`config.mk`:
```
export PLATFORM = sky130hd
export DESIGN_NAME = ast_uart
export DESIGN_NICKNAME = d
export VERILOG_FILES = /design/src/rtl/ast_pkg.sv /design/src/rtl/ast_uart.sv
export SDC_FILE = /design/constraint.sdc
export NUM_CORES = 1
export LEC_CHECK = 0
export BUFFER_PORTS_ARGS = -buffer_cell sky130_fd_sc_hd__buf_4
export CAP_MARGIN = 20
export CORE_AREA = 5 5 119 205
export DETAILED_ROUTE_END_ITERATION = 16
export DIE_AREA = 0 0 124 210
export SKIP_CTS_REPAIR_TIMING = 1
export SLEW_MARGIN = 20
export SYNTH_ARGS = -nofsm -noshare
export SYNTH_HDL_FRONTEND = slang
export SYNTH_SLANG_ARGS = --single-unit
export TNS_END_PERCENT = 30
```
`constraint.sdc`:
```
create_clock -name mclk -period 5.1 [get_ports mclk]
set_input_delay 1.02 -clock mclk [delete_from_list [all_inputs] [get_ports mclk]]
set_output_delay 1.02 -clock mclk [all_outputs]
set_load 0.02 [all_outputs]
```
`src/rtl/ast_pkg.sv`:
```
package ast_pkg;
    localparam logic [2:0] ADDR_CONTROL = 3'h0;
    localparam logic [2:0] ADDR_STATUS  = 3'h1;
    localparam logic [2:0] ADDR_CONFIG  = 3'h2;
    localparam logic [2:0] ADDR_TXDATA  = 3'h3;
    localparam logic [2:0] ADDR_RXDATA  = 3'h4;
    // Control bits
    localparam int CTL_TXEN   = 0;
    localparam int CTL_MODE0  = 1;
    localparam int CTL_PAREN  = 3;
    localparam int CTL_EVEN   = 4;
    localparam int CTL_TXIE   = 5;
    localparam int CTL_ERRIE  = 6;
    localparam int CTL_RXIE   = 7;
    localparam int CTL_TXBUF  = 8;
    // Status bits
    localparam int STS_RXEN   = 0;
    localparam int STS_RXFULL = 1;
    localparam int STS_PERR   = 2;
    localparam int STS_OVERRUN_ERROR_FLAG  = 3;
    localparam int STS_FERR   = 4;
    localparam int STS_TXBUSY = 5;
    localparam int STS_TXDONE = 6;
    localparam logic [1:0] MODE_7 = 2'h1;
    localparam logic [1:0] MODE_8 = 2'h2;
    localparam logic [1:0] MODE_9 = 2'h3;
    localparam int OVS       = 16;
    localparam int OVS_MID   = 7;
    localparam int CLK_MHZ   = 250;
    localparam int BAUD_BASE = 9600;
    localparam int DIV_BASE  = (CLK_MHZ * 1000000) / (BAUD_BASE * OVS);
    typedef enum logic [2:0] {TX_IDLE, TX_START, TX_DATA, TX_PAR, TX_STOP} ast_tx_t;
    typedef enum logic [2:0] {RX_IDLE, RX_START, RX_DATA, RX_PAR, RX_STOP} ast_rx_t;
endpackage

```
`src/rtl/ast_uart.sv`:
```
// The address map and the address-and-strobe port are this design's own decisions.
`timescale 1ns/1ps
`default_nettype none
module ast_uart import ast_pkg::*; #(
    parameter int DIV_BASE_P = DIV_BASE
) (
    // Clock and reset
    input  wire logic        mclk,
    input  wire logic        reset_n,
    // Register port
    input  wire logic [2:0]  regAddr,
    input  wire logic [15:0] regWdata,
    input  wire logic        regWr,
    input  wire logic        regRd,
    output logic      [15:0] regRdata,
    // Serial line
    input  wire logic        rxPin,
    output logic             txPin,
    // Requests
    output logic             txDoneIrq,
    output logic             rxIrq,
    output logic             rxErrorIrq
);
    initial begin
        if (DIV_BASE_P < 1) $error("DIV_BASE_P must be at least one");
    end

    // ------------------------------------------------------------
    // Reset and input synchronisers
    // ------------------------------------------------------------
    logic rstA_ff, rstB_ff, rxA_ff, rxB_ff;
    always_ff @(posedge mclk or negedge reset_n) begin
        if (!reset_n) begin
            rstA_ff <= 1'b0;
            rstB_ff <= 1'b0;
        end else begin
            rstA_ff <= 1'b1;
            rstB_ff <= rstA_ff;
        end
    end
    wire logic rstN = rstB_ff;
    always_ff @(posedge mclk or negedge rstN) begin
        if (!rstN) begin
            rxA_ff <= 1'b1;
            rxB_ff <= 1'b1;
        end else begin
            rxA_ff <= rxPin;
            rxB_ff <= rxA_ff;
        end
    end

    // ------------------------------------------------------------
    // Registers
    // ------------------------------------------------------------
    logic       txEn_ff, parEn_ff, even_ff, txIe_ff, errIe_ff, rxIe_ff, rxEn_ff;
    logic [1:0] mode_ff;
    logic [2:0] baudSel_ff;
    logic [8:0] txHold_ff, rxData_ff;
    logic       txBufFlag_ff, rxFull_ff, perr_ff, overrun_error_flag_ff, ferr_ff, txDoneSt_ff;
    ast_tx_t    txState_ff;
    ast_rx_t    rxState_ff;
    logic       txLoad, rxDone, rxPerr, rxFerr, txStopEnd;

    function automatic logic parBit(input logic [8:0] d, input logic [1:0] m, input logic ev);
        logic p;
        p = ^d[6:0] ^ (m != MODE_7 && d[7]);
        return ev ? p : ~p;
    endfunction
    function automatic logic [3:0] nBits(input logic [1:0] m);
        return (m == MODE_7) ? 4'h7 : (m == MODE_9) ? 4'h9 : 4'h8;
    endfunction
    wire logic parOn = parEn_ff && (mode_ff != MODE_9);

    wire logic wrCtl = regWr && regAddr == ADDR_CONTROL;
    wire logic wrSts = regWr && regAddr == ADDR_STATUS;
    always_ff @(posedge mclk or negedge rstN) begin
        if (!rstN) begin
            txEn_ff <= 1'b0; mode_ff <= MODE_8; parEn_ff <= 1'b0; even_ff <= 1'b0;
            txIe_ff <= 1'b0; errIe_ff <= 1'b0; rxIe_ff <= 1'b0; rxEn_ff <= 1'b0;
            baudSel_ff <= 3'h0;
        end else begin
            if (wrCtl) begin
                txEn_ff  <= regWdata[CTL_TXEN];
                mode_ff  <= regWdata[CTL_MODE0+:2];
                parEn_ff <= regWdata[CTL_PAREN];
                even_ff  <= regWdata[CTL_EVEN];
                txIe_ff  <= regWdata[CTL_TXIE];
                errIe_ff <= regWdata[CTL_ERRIE];
                rxIe_ff  <= regWdata[CTL_RXIE];
            end
            if (wrSts) rxEn_ff <= regWdata[STS_RXEN];
            if (regWr && regAddr == ADDR_CONFIG) baudSel_ff <= regWdata[2:0];
        end
    end

    // Transmit buffer: flag set on write wins over drain
    always_ff @(posedge mclk or negedge rstN) begin
        if (!rstN) begin
            txHold_ff <= 9'h000; txBufFlag_ff <= 1'b0;
        end else if (regWr && regAddr == ADDR_TXDATA) begin
            txHold_ff <= regWdata[8:0];
            txBufFlag_ff <= 1'b1;
        end else if (txLoad) begin
            txBufFlag_ff <= 1'b0;
        end
    end

    // ------------------------------------------------------------
    // Baud generator: 16x oversample tick
    // ------------------------------------------------------------
    logic [23:0] baudCnt_ff;
    logic        tick_ff;
    wire logic [23:0] divVal = 24'(DIV_BASE_P) << baudSel_ff;
    always_ff @(posedge mclk or negedge rstN) begin
        if (!rstN) begin
            baudCnt_ff <= 24'h000000; tick_ff <= 1'b0;
        end else if (baudCnt_ff >= divVal - 24'h000001) begin
            baudCnt_ff <= 24'h000000; tick_ff <= 1'b1;
        end else begin
            baudCnt_ff <= baudCnt_ff + 24'h000001; tick_ff <= 1'b0;
        end
    end

    // ------------------------------------------------------------
    // Transmitter
    // ------------------------------------------------------------
    logic [3:0] txOvs_ff, txIdx_ff;
    logic [8:0] txShift_ff;
    logic       txPar_ff;
    assign txLoad = txState_ff == TX_IDLE && txBufFlag_ff && txEn_ff;
    wire logic txBitEnd = tick_ff && txOvs_ff == 4'(OVS - 1);
    assign txStopEnd = txState_ff == TX_STOP && txBitEnd;
    always_ff @(posedge mclk or negedge rstN) begin
        if (!rstN) begin
            txState_ff <= TX_IDLE; txOvs_ff <= 4'h0; txIdx_ff <= 4'h0;
            txShift_ff <= 9'h000; txPar_ff <= 1'b0; txPin <= 1'b1;
        end else begin
            if (tick_ff) txOvs_ff <= txOvs_ff + 4'h1;
            case (txState_ff)
                TX_IDLE: begin
                    txPin <= 1'b1;
                    if (txLoad) begin
                        txShift_ff <= txHold_ff;
                        txPar_ff <= parBit(txHold_ff, mode_ff, even_ff);
                        txState_ff <= TX_START; txOvs_ff <= 4'h0; txPin <= 1'b0;
                    end
                end
                TX_START: if (txBitEnd) begin
                    txState_ff <= TX_DATA; txIdx_ff <= 4'h0; txPin <= txShift_ff[0];
                end
                TX_DATA: if (txBitEnd) begin
                    txShift_ff <= txShift_ff >> 1;
                    txIdx_ff <= txIdx_ff + 4'h1;
                    if (txIdx_ff == nBits(mode_ff) - 4'h1) begin
                        txState_ff <= parOn ? TX_PAR : TX_STOP;
                        txPin <= parOn ? txPar_ff : 1'b1;
                    end else txPin <= txShift_ff[1];
                end
                TX_PAR: if (txBitEnd) begin
                    txState_ff <= TX_STOP; txPin <= 1'b1;
                end
                TX_STOP: if (txBitEnd) txState_ff <= TX_IDLE;
                default: txState_ff <= TX_IDLE;
            endcase
        end
    end
    always_ff @(posedge mclk or negedge rstN) begin
        if (!rstN) txDoneSt_ff <= 1'b0;
        else if (txStopEnd) txDoneSt_ff <= 1'b1;
        else if (wrCtl && regWdata[CTL_TXBUF]) txDoneSt_ff <= 1'b0;
    end

    // ------------------------------------------------------------
    // Receiver
    // ------------------------------------------------------------
    logic [3:0] rxOvs_ff, rxIdx_ff;
    logic [8:0] rxShift_ff;
    logic [1:0] startLow_ff;
    logic       rxParIn_ff, rxPrev_ff;
    wire logic rxSample = tick_ff && rxOvs_ff == 4'(OVS_MID);
    wire logic rxEnd = tick_ff && rxOvs_ff == 4'(OVS - 1);
    always_ff @(posedge mclk or negedge rstN) begin
        if (!rstN) begin
            rxState_ff <= RX_IDLE; rxOvs_ff <= 4'h0; rxIdx_ff <= 4'h0; rxShift_ff <= 9'h000;
            startLow_ff <= 2'h0; rxParIn_ff <= 1'b0; rxPrev_ff <= 1'b1;
            rxDone <= 1'b0; rxPerr <= 1'b0; rxFerr <= 1'b0;
        end else begin
            rxPrev_ff <= rxB_ff;
            rxDone <= 1'b0;
            if (tick_ff) rxOvs_ff <= rxOvs_ff + 4'h1;
            case (rxState_ff)
                RX_IDLE: if (rxEn_ff && rxPrev_ff && !rxB_ff) begin
                    rxState_ff <= RX_START; rxOvs_ff <= 4'h0; startLow_ff <= 2'h0;
                end
                RX_START: begin
                    // Three samples around mid-bit, majority low
                    if (tick_ff && rxOvs_ff >= 4'(OVS_MID - 1) && rxOvs_ff <= 4'(OVS_MID + 1) && !rxB_ff)
                        startLow_ff <= startLow_ff + 2'h1;
                    if (rxEnd) begin
                        if (startLow_ff >= 2'h2) begin
                            rxState_ff <= RX_DATA; rxIdx_ff <= 4'h0;
                        end else rxState_ff <= RX_IDLE;
                    end
                end
                RX_DATA: begin
                    if (rxSample) rxShift_ff <= {rxB_ff, rxShift_ff[8:1]};
                    if (rxEnd) begin
                        rxIdx_ff <= rxIdx_ff + 4'h1;
                        if (rxIdx_ff == nBits(mode_ff) - 4'h1) rxState_ff <= parOn ? RX_PAR : RX_STOP;
                    end
                end
                RX_PAR: begin
                    if (rxSample) rxParIn_ff <= rxB_ff;
                    if (rxEnd) rxState_ff <= RX_STOP;
                end
                RX_STOP: if (rxSample) begin
                    rxDone <= 1'b1;
                    rxFerr <= !rxB_ff;
                    rxPerr <= parOn && (rxParIn_ff != parBit(rxShift_ff >> (4'h9 - nBits(mode_ff)),
                                                            mode_ff, even_ff));
                    rxState_ff <= RX_IDLE;
                end
                default: rxState_ff <= RX_IDLE;
            endcase
        end
    end

    // Receive buffer and flags; sets win over clears
    wire logic rdRx = regRd && regAddr == ADDR_RXDATA;
    always_ff @(posedge mclk or negedge rstN) begin
        if (!rstN) begin
            rxData_ff <= 9'h000; rxFull_ff <= 1'b0;
            perr_ff <= 1'b0; overrun_error_flag_ff <= 1'b0; ferr_ff <= 1'b0;
        end else begin
            if (rxDone) begin
                rxData_ff <= rxShift_ff >> (4'h9 - nBits(mode_ff));
                rxFull_ff <= 1'b1;
            end else if (rdRx) rxFull_ff <= 1'b0;
            if (rxDone && rxPerr) perr_ff <= 1'b1;
            else if (wrSts && !regWdata[STS_PERR]) perr_ff <= 1'b0;
            if (rxDone && rxFull_ff && !rdRx) overrun_error_flag_ff <= 1'b1;
            else if (wrSts && !regWdata[STS_OVERRUN_ERROR_FLAG]) overrun_error_flag_ff <= 1'b0;
            if (rxDone && rxFerr) ferr_ff <= 1'b1;
            else if (wrSts && !regWdata[STS_FERR]) ferr_ff <= 1'b0;
        end
    end

    // ------------------------------------------------------------
    // Requests and read data
    // ------------------------------------------------------------
    always_ff @(posedge mclk or negedge rstN) begin
        if (!rstN) begin
            txDoneIrq <= 1'b0; rxIrq <= 1'b0; rxErrorIrq <= 1'b0;
        end else begin
            txDoneIrq <= txStopEnd && txIe_ff;
            rxIrq <= rxDone && rxIe_ff;
            // Any check fail or stale flag fires on each byte
            rxErrorIrq <= rxDone && errIe_ff &&
                          (rxPerr || rxFerr || rxFull_ff || perr_ff || overrun_error_flag_ff || ferr_ff);
        end
    end
    always_ff @(posedge mclk or negedge rstN) begin
        if (!rstN) regRdata <= 16'h0000;
        else if (regRd) begin
            case (regAddr)
                ADDR_CONTROL: regRdata <= {7'h00, txBufFlag_ff, rxIe_ff, errIe_ff, txIe_ff, even_ff,
                                           parEn_ff, mode_ff, txEn_ff};
                ADDR_STATUS:  regRdata <= {9'h000, txDoneSt_ff, txState_ff != TX_IDLE, ferr_ff,
                                           overrun_error_flag_ff, perr_ff, rxFull_ff, rxEn_ff};
                ADDR_CONFIG:  regRdata <= {13'h0000, baudSel_ff};
                ADDR_RXDATA:  regRdata <= {7'h00, rxData_ff};
                default:      regRdata <= 16'h0000;
            endcase
        end else regRdata <= 16'h0000;
    end

    // ------------------------------------------------------------
    // Assertions
    // ------------------------------------------------------------
    AST_IDLE_HIGH: assert property (@(posedge mclk) disable iff (!rstN)
        txState_ff == TX_IDLE && !$past(txLoad) |-> txPin) else $error("line not idle high");
    AST_START_LOW: assert property (@(posedge mclk) disable iff (!rstN)
        txLoad |=> !txPin && txState_ff == TX_START) else $error("no start bit");
    AST_TXEN: assert property (@(posedge mclk) disable iff (!rstN)
        txState_ff == TX_IDLE && !txEn_ff |=> txState_ff == TX_IDLE && txPin) else $error("sent while disabled");
    AST_TXBUF: assert property (@(posedge mclk) disable iff (!rstN)
        regWr && regAddr == ADDR_TXDATA |=> txBufFlag_ff) else $error("buffer flag not set");
    AST_STOP_HIGH: assert property (@(posedge mclk) disable iff (!rstN)
        txState_ff == TX_STOP |-> txPin) else $error("stop bit low");
    AST_TXIRQ: assert property (@(posedge mclk) disable iff (!rstN)
        txStopEnd && txIe_ff |=> txDoneIrq) else $error("no tx done request");
    AST_RXFULL: assert property (@(posedge mclk) disable iff (!rstN)
        rxDone |=> rxFull_ff) else $error("rx full not set");
    AST_RDCLR: assert property (@(posedge mclk) disable iff (!rstN)
        rdRx && !rxDone |=> !rxFull_ff) else $error("read did not clear full");
    AST_OVERRUN: assert property (@(posedge mclk) disable iff (!rstN)
        rxDone && rxFull_ff && !rdRx |=> overrun_error_flag_ff) else $error("overrun missed");
    AST_FRAME: assert property (@(posedge mclk) disable iff (!rstN)
        rxDone && rxFerr |=> ferr_ff) else $error("framing error missed");
    AST_ERRIRQ: assert property (@(posedge mclk) disable iff (!rstN)
        rxDone && errIe_ff && rxPerr |=> rxErrorIrq) else $error("no error request");
    AST_NOPAR9: assert property (@(posedge mclk) disable iff (!rstN)
        mode_ff == MODE_9 |-> txState_ff != TX_PAR) else $error("parity in third mode");
    COV_TX: cover property (@(posedge mclk) disable iff (!rstN) txStopEnd);
    COV_RX: cover property (@(posedge mclk) disable iff (!rstN) rxDone && !rxFerr);
    COV_OVR: cover property (@(posedge mclk) disable iff (!rstN) rxDone && rxFull_ff);
endmodule
`default_nettype wire

```
==> results of run 1 <==
## metrics by stage
step | utilization (%) | cells | hold WS, ns
final | 36.1 | 1041 | 0.223
after global routing | 36.1 | 1041 | 0.254
after CTS | 36.0 | 1040 | 0.355
after detailed placement | 33.3 | 1008 | 0.345
after global placement | 33.3 | 1008 | 0.341
after floorplan | - | 712 | 0.331
## state kept, by name, indices dropped and copies added, names as in the netlist, 4 cells and up
signal      cells
rxShift_ff      9
rxData_ff       9
rxIdx_ff        4
rxOvs_ff        4
txOvs_ff        4
baudCnt_ff     24
txIdx_ff        4
txShift_ff      9
regRdata        9
txHold_ff       9
## Yosys cell counts, types with 7 or more instances
| cell type | instances | area, um2 |
|---|---|---|
| xnor2_1 | 29 | 254 |
| ha_1 | 35 | 438 |
| mux2_2 | 37 | 417 |
| nand3_1 | 24 | 120 |
| dfrtp_1 | 121 | 3030 |
| a21oi_1 | 39 | 195 |
| nand4_1 | 16 | 100 |
| a211oi_1 | 22 | 165 |
| nor2_1 | 70 | 263 |
| nor3b_1 | 7 | 52.6 |
| and2_1 | 8 | 50.1 |
| xor2_1 | 23 | 201 |
| clkbuf_1 | 17 | 63.8 |
| buf_2 | 9 | 45.0 |
| a21o_1 | 8 | 60.1 |
| inv_1 | 17 | 63.8 |
| nor3_1 | 10 | 50.1 |
| buf_4 | 7 | 52.6 |
| mux2i_1 | 27 | 270 |
| o21ai_0 | 36 | 180 |
| nor2b_1 | 12 | 75.1 |
| nand2_1 | 54 | 203 |
## worst min-delay path by stage
stage                 startpoint                       end  slack (ns)  cells past startpoint
2_1_floorplan  rstA_ff$_DFF_PN0_         rstB_ff$_DFF_PN0_        0.33                      0
3_3_place_gp   rstA_ff$_DFF_PN0_         rstB_ff$_DFF_PN0_        0.34                      0
3_5_place_dp   rstA_ff$_DFF_PN0_         rstB_ff$_DFF_PN0_        0.34                      0
4_1_cts                  reset_n         rstB_ff$_DFF_PN0_        0.36                      1
5_1_grt        rstB_ff$_DFF_PN0_  baudCnt_ff[17]$_DFF_PN0_        0.25                      0
6_report       rstB_ff$_DFF_PN0_  baudCnt_ff[17]$_DFF_PN0_        0.22                      0
## worst max-delay path, delay by kind of cell, from the launching register on
kind                     cells  cell delay, ns
AND/OR/NAND/NOR              3            0.63
AO/OA/AOI/OAI                5            1.75
XOR/XNOR                     1            0.17
adder cells (fa/ha/maj)      2            0.80
buffers and inverters        1            0.25
flip-flops                   1            0.56
## power by group
part	internal (mW)	switching [mW]	total [mW]
clock network	0.807	0.431	1.24
logic	0.349	0.415	0.764
registers	1.14	0.170	1.31
total	2.29	1.02	3.31
## logic make-up (layout without fill, tap and decap cells)
logic type	after synthesis	in the layout	share of synthesized area, %
other	2	9	0.106
DFF	126	126	44.8
buffers and inverters	54	83	3.62
xor gates and xnor gates	53	53	6.78
muxes	64	64	9.74
adders and majority gates	35	35	6.21
and+or+nand+nor	233	233	16.3
AOI/OAI and AO/OA	138	138	12.4
## metal layers
metal,global-route usage [%],vias to the layer above,wire length [um]
met4,6.73,0,557
met3,2.77,32,478
li1,-,2542,-
met5,0,-,0
met2,24.8,76,9220
met1,14.2,2480,6210
## area by class of cell
type	instances	area share, %
inverter	17	0.783
clock buffer	26	6.01
sequential	126	38.8
timing repair buffer	34	3.38
multi-input combinational	532	45.1
tap	300	4.61
clock inverter	6	1.34
==> summary.md, run 1 <==
| Metric | Value |
|---|---|
| Ys flop type | `dfrtp_1` |
| RR Startpoint | `baudSel_ff[0]$_DFFE_PN0P_` |
| Fraction of registers with async set/reset | `100%` |
| Die Wd | `124 um` |
| First-pass GRT wire length | `27.3 mm` |
| P&R area growth vs syn | `15.5%` |
| Fill cells | `2269` |
| Core area | `0.0226 mm2` |
| Tcrit/Tclk final | `83.3%` |
| Setup Crit Path Kind | `reg -> reg` |
| Max FO, Critical Path | `21` |
| Worst reg-to-reg setup slack | `0.85 ns` |
| Setup violations, final | `0` |
| PnR worst setup slack | `0.852 ns` |
| DP HPWL | `12.2 mm` |
| Clk sinks | `126` |
| Die ar. | `0.0260 mm2` |
| Routability cong. | `0.869` |
| Flops & latches, synth | `126` |
| Gr ovfl total | `0` |
| Io pins | `44` |
| Post-Syn Area per Cell | `10.0 um2` |
| Clk root buf | `clkbuf_16` |
| CP max-delay cell | `a2111oi_0` |
| Setup Slack @ Placement | `0.822 ns` |
| Initial drt markers | `159` |
| Via count | `5130` |
| Setup crit start kind | `register` |
| IO buf count | `29` |
| Largest net degree at the start of global routing | `79` |
| Final instance area | `0.00815 mm2` |
| Vias per cell | `4.93` |
| Cell count after synthesis | `705` |
| Worst path required time | `5.42 ns` |
| Pwr dens | `406 mW/mm2` |
| Distinct cells, synth | `59` |
| Layout net count | `787` |
| Layout cells sized above 1 | `14.6%` |
| Die Y | `210 um` |
| Vias in the first global route | `5265` |
| Ys Warns | `0` |
| Final Hold Fails | `0` |
| Antenna fix cells | `0` |
| CP endpoint | `baudCnt_ff[15]$_DFF_PN0_` |
| Clock Latency Late Sink | `0.42 ns` |
| All-layer global routing usage | `13.5%` |
| Mapped Area | `0.00705 mm2` |
| Starting Density | `31.3%` |
| Slew @ Worst Pin | `0.982 ns` |
| Clk buf depth | `2` |
| Lkg Pwr | `3.59 nW` |
| MaxCap Viol Count | `0` |
| DRC violations left | `0` |
| R2R depth | `12` |
| Number of synthesized flops with an enable pin | `0` |
| Min-Delay Path Class | `reg -> async` |
| Seq/Total Area, Yosys | `44.8%` |
| Final setup skew | `0.00846 ns` |
| Footprint of the multi-input gates | `0.00367 mm2` |
| Cell Rows | `73` |
| Post-DR wirelength/cell | `15.8 um` |
| Setup_tns | `0 ns` |
| Pre-Repair DR Iteration Count | `4` |
| CTS H-tree depth | `4` |
| Overall Power | `3.31 mW` |
| Fin. max-slew vios | `0` |
| Routed Wire Length | `16.5 mm` |
| Most frequent cells in the layout | `dfrtp_1 (120), nor2_1 (70), nand2_1 (54)` |
| Unrepaired setup endpoints after global routing | `no` |
| CTS tree | `done` |
| ANT nets after route | `0` |
| Worst EP arrival | `4.57 ns` |
| Status | `finished clean` |
| RR Endpoint | `baudCnt_ff[15]$_DFF_PN0_` |
| Slew headroom | `33.9%` |
| Sequential cell area | `0.00316 mm2` |
| Inserted Clock Buffers | `17` |
| CP Capture Type | `register` |
| Post-route minimum period | `4.25 ns` |
| Commonest non-fill, non-tap cell in the layout | `dfrtp_1` |
| Initial antenna violation count | `0` |
| Clock transition at the registers of the reported paths | `0.05 ns` |
| Max IR drop VDD | `0.241 mV` |
| CP Cell Sequence | `inv_1 > ha_1 > nor2b_1 > nand2_1 > a2111oi_0 > xnor2_1 > ha_1 > a21o_1 > a2111oi_0 > o31a_1 > nand2_4 > a211oi_1` |
| Worst setup startpoint | `baudSel_ff[0]$_DFFE_PN0P_` |
| CP max stage delay | `0.70 ns` |
| Placed inst area | `0.00752 mm2` |
| Max Clk Rate | `235 MHz` |
Power figures use the tool's default switching activity.
==> inputs of run 2 (changes only) <==
==> constraint.sdc (replaced) <==
create_clock -name mclk -period 3.92 [get_ports mclk]
set_input_delay 0.784 -clock mclk [delete_from_list [all_inputs] [get_ports mclk]]
set_output_delay 0.784 -clock mclk [all_outputs]
set_load 0.02 [all_outputs]
==> run 2 against run 1 <==
Global-route usage rose by 0.21 points. Register-to-register slack lost 0.41 ns. Die area is the same. Largest power group unchanged. Wire length increased by 3.8%. Critical endpoint is now baudCnt_ff[6]$_DFF_PN0_. Clock skew grew 0.0010 ns. Critical path type unchanged. Maximum frequency increased by 22%. Core utilization up 0.23 points. Hold slack worse by 0.089 ns. Total power grew 31%.
==> summary.md, run 2 (synthesized netlist as in run 1, its figures left out) <==
| Metric | Value |
|---|---|
| Status | `finished clean` |
| IO buf count | `29 (unchanged)` |
| Vias per cell | `4.98 (+1.0%)` |
| Setup crit start kind | `register` |
| CP max-delay cell | `a2111oi_1` |
| Clk buf depth | `2 (unchanged)` |
| Largest net degree at the start of global routing | `69 (-13%)` |
| Dpl cells | `1015 (+0.69%)` |
| Footprint of the multi-input gates | `0.00367 mm2 (about the same)` |
| Final Hold Fails | `0 (unchanged)` |
| Die Y | `210 um (unchanged)` |
| CP Cell Sequence | `inv_1 > ha_1 > nor3b_1 > o211ai_1 > a2111oi_1 > buf_4 > xnor2_1 > ha_1 > a21o_1 > a2111oi_1 > o31a_1 > nand2_4 > a211oi_1` |
| Die Wd | `124 um (unchanged)` |
| Post-route minimum period | `3.48 ns (-0.770 ns)` |
| Vias in the first global route | `5400 (+2.6%)` |
| Util after Layout | `36.3% (+0.23 points)` |
| Slew headroom | `35.7% (+1.8 points)` |
| Pre-Repair DR Iteration Count | `4 (unchanged)` |
| Setup_tns | `0 ns (unchanged)` |
| Routed Wire Length | `17.1 mm (+3.8%)` |
| Setup Crit Path Kind | `reg -> reg` |
| Pwr dens | `531 mW/mm2 (+31%)` |
| Slew @ Worst Pin | `0.959 ns (-0.0225 ns)` |
| Layout net count | `793 (+0.76%)` |
| Initial drt markers | `183 (+15%)` |
| Clk root buf | `clkbuf_16` |
| Cell Rows | `73 (unchanged)` |
| Setup violations, final | `0 (unchanged)` |
| Routability cong. | `0.824 (-5.2%)` |
| Antenna fix cells | `0 (unchanged)` |
| Fin. max-slew vios | `0 (unchanged)` |
| DP HPWL | `12.5 mm (+2.5%)` |
| Starting Density | `31.3% (unchanged)` |
| P&R area growth vs syn | `16.2%` |
| Max FO, Critical Path | `21 (unchanged)` |
| Min-Delay Path Class | `in -> async` |
| Unrepaired setup endpoints after global routing | `no` |
| MaxCap Viol Count | `0 (unchanged)` |
| Final setup skew | `0.00949 ns (+0.00104 ns)` |
| Clock Latency Late Sink | `0.42 ns (about the same)` |
| Max FFs per register | `24 (unchanged)` |
| CTS tree | `done` |
| ANT nets after route | `0 (unchanged)` |
| Initial antenna violation count | `0 (unchanged)` |
| Via count | `5212 (+1.6%)` |
| Most frequent cells in the layout | `dfrtp_1 (120), nor2_1 (70), nand2_1 (54)` |
| Gr ovfl total | `0 (unchanged)` |
| Max Clk Rate | `287 MHz (+22%)` |
| Core area | `0.0226 mm2 (unchanged)` |
| Post-DR wirelength/cell | `16.3 um (+3.2%)` |
| CP max stage delay | `0.40 ns (-0.30 ns)` |
| WHS | `0.134 ns (-0.0887 ns)` |
| Commonest non-fill, non-tap cell in the layout | `dfrtp_1` |
| Clk sinks | `126 (unchanged)` |
| Setup Slack @ Placement | `0.384 ns (-0.438 ns)` |
| PnR worst setup slack | `0.442 ns (-0.410 ns)` |
| Max IR drop VDD | `0.268 mV (+11%)` |
| CP Capture Type | `register` |
| Lkg Pwr | `3.62 nW (+0.70%)` |
| Inserted Clock Buffers | `17 (unchanged)` |
| CTS H-tree depth | `4 (unchanged)` |
| Fill cells | `2262 (-0.31%)` |
| Final Non-Filler Cells | `1047 (+0.58%)` |
| Worst path required time | `4.24 ns (-1.18 ns)` |
| Tcrit/Tclk final | `88.7% (+5.4 points)` |
| All-layer global routing usage | `13.7% (+0.21 points)` |
| First-pass GRT wire length | `27.7 mm (+1.6%)` |
| DRC violations left | `0 (unchanged)` |
| Top reg by flops | `baudCnt_ff` |
| Sequential cell area | `0.00316 mm2 (unchanged)` |
| Die ar. | `0.0260 mm2 (unchanged)` |
| R2R depth | `13 (+1)` |
| Clock transition at the registers of the reported paths | `0.06 ns (about the same)` |
| Worst EP arrival | `3.80 ns (-0.77 ns)` |
| Io pins | `44 (unchanged)` |
| Layout cells sized above 1 | `15.8% (+1.2 points)` |
run 2: changes by cell type in the layout (fill, tap and decap cells not counted), sizes merged:
cell	delta
inv	+1
buf	+6
clkinv	+3
clkbuf	-6
clkinvlp	+2
run 2: layer usage:
metal  track usage [%]  vias up  share of wire, %
met5                 0        -                 0
met1              14.2     2551                37
li1                  -     2548                 -
met4              6.69        0               3.7
met2              25.7       78                57
met3              2.47       35               2.5
run 2: power by group:
part | switching (mW) | internal, mW | total (mW)
clock network | 0.610 | 1.02 | 1.63
registers | 0.197 | 1.48 | 1.68
logic | 0.572 | 0.471 | 1.04
run 2: worst paths after layout:
kind                                      endpoint  slack, ns                      start
max                        baudCnt_ff[6]$_DFF_PN0_       0.44  baudSel_ff[1]$_DFFE_PN0P_
min                              rstB_ff$_DFF_PN0_       0.13                    reset_n
max reg2reg                baudCnt_ff[6]$_DFF_PN0_       0.44  baudSel_ff[1]$_DFFE_PN0P_
min reg2reg                      rstB_ff$_DFF_PN0_       0.35          rstA_ff$_DFF_PN0_
max in group asynchronous        txPin$_DFFE_PN1P_       2.64          rstB_ff$_DFF_PN0_
min in group mclk                rstB_ff$_DFF_PN0_       0.35          rstA_ff$_DFF_PN0_
run 2: final cells by class:
cell class | count | share of cell area [%]
well taps | 300 | 4.58
flip-flops and latches | 126 | 38.6
multi-input cells | 532 | 44.8
clock buffers | 20 | 5.45
repair buffers | 40 | 3.82
clock inverters | 12 | 1.98
inverters | 17 | 0.779
run 2: critical path, delay by kind of cell, from the launching register on:
family | cells | cell delay (ns)
XOR/XNOR | 1 | 0.12
AO/OA/AOI/OAI | 6 | 1.54
adder cells (fa/ha/maj) | 2 | 0.62
AND/OR/NAND/NOR | 2 | 0.39
buffers and inverters | 2 | 0.32
flip-flops | 1 | 0.37
run 2: through the flow:
stage               power [mW]  area [um2]
detailed placement        2.74        7580
global route              4.58        8200
finish                    4.35        8200
CTS                       4.40        8190
global placement          2.73        7580
floorplan                 2.43        7080
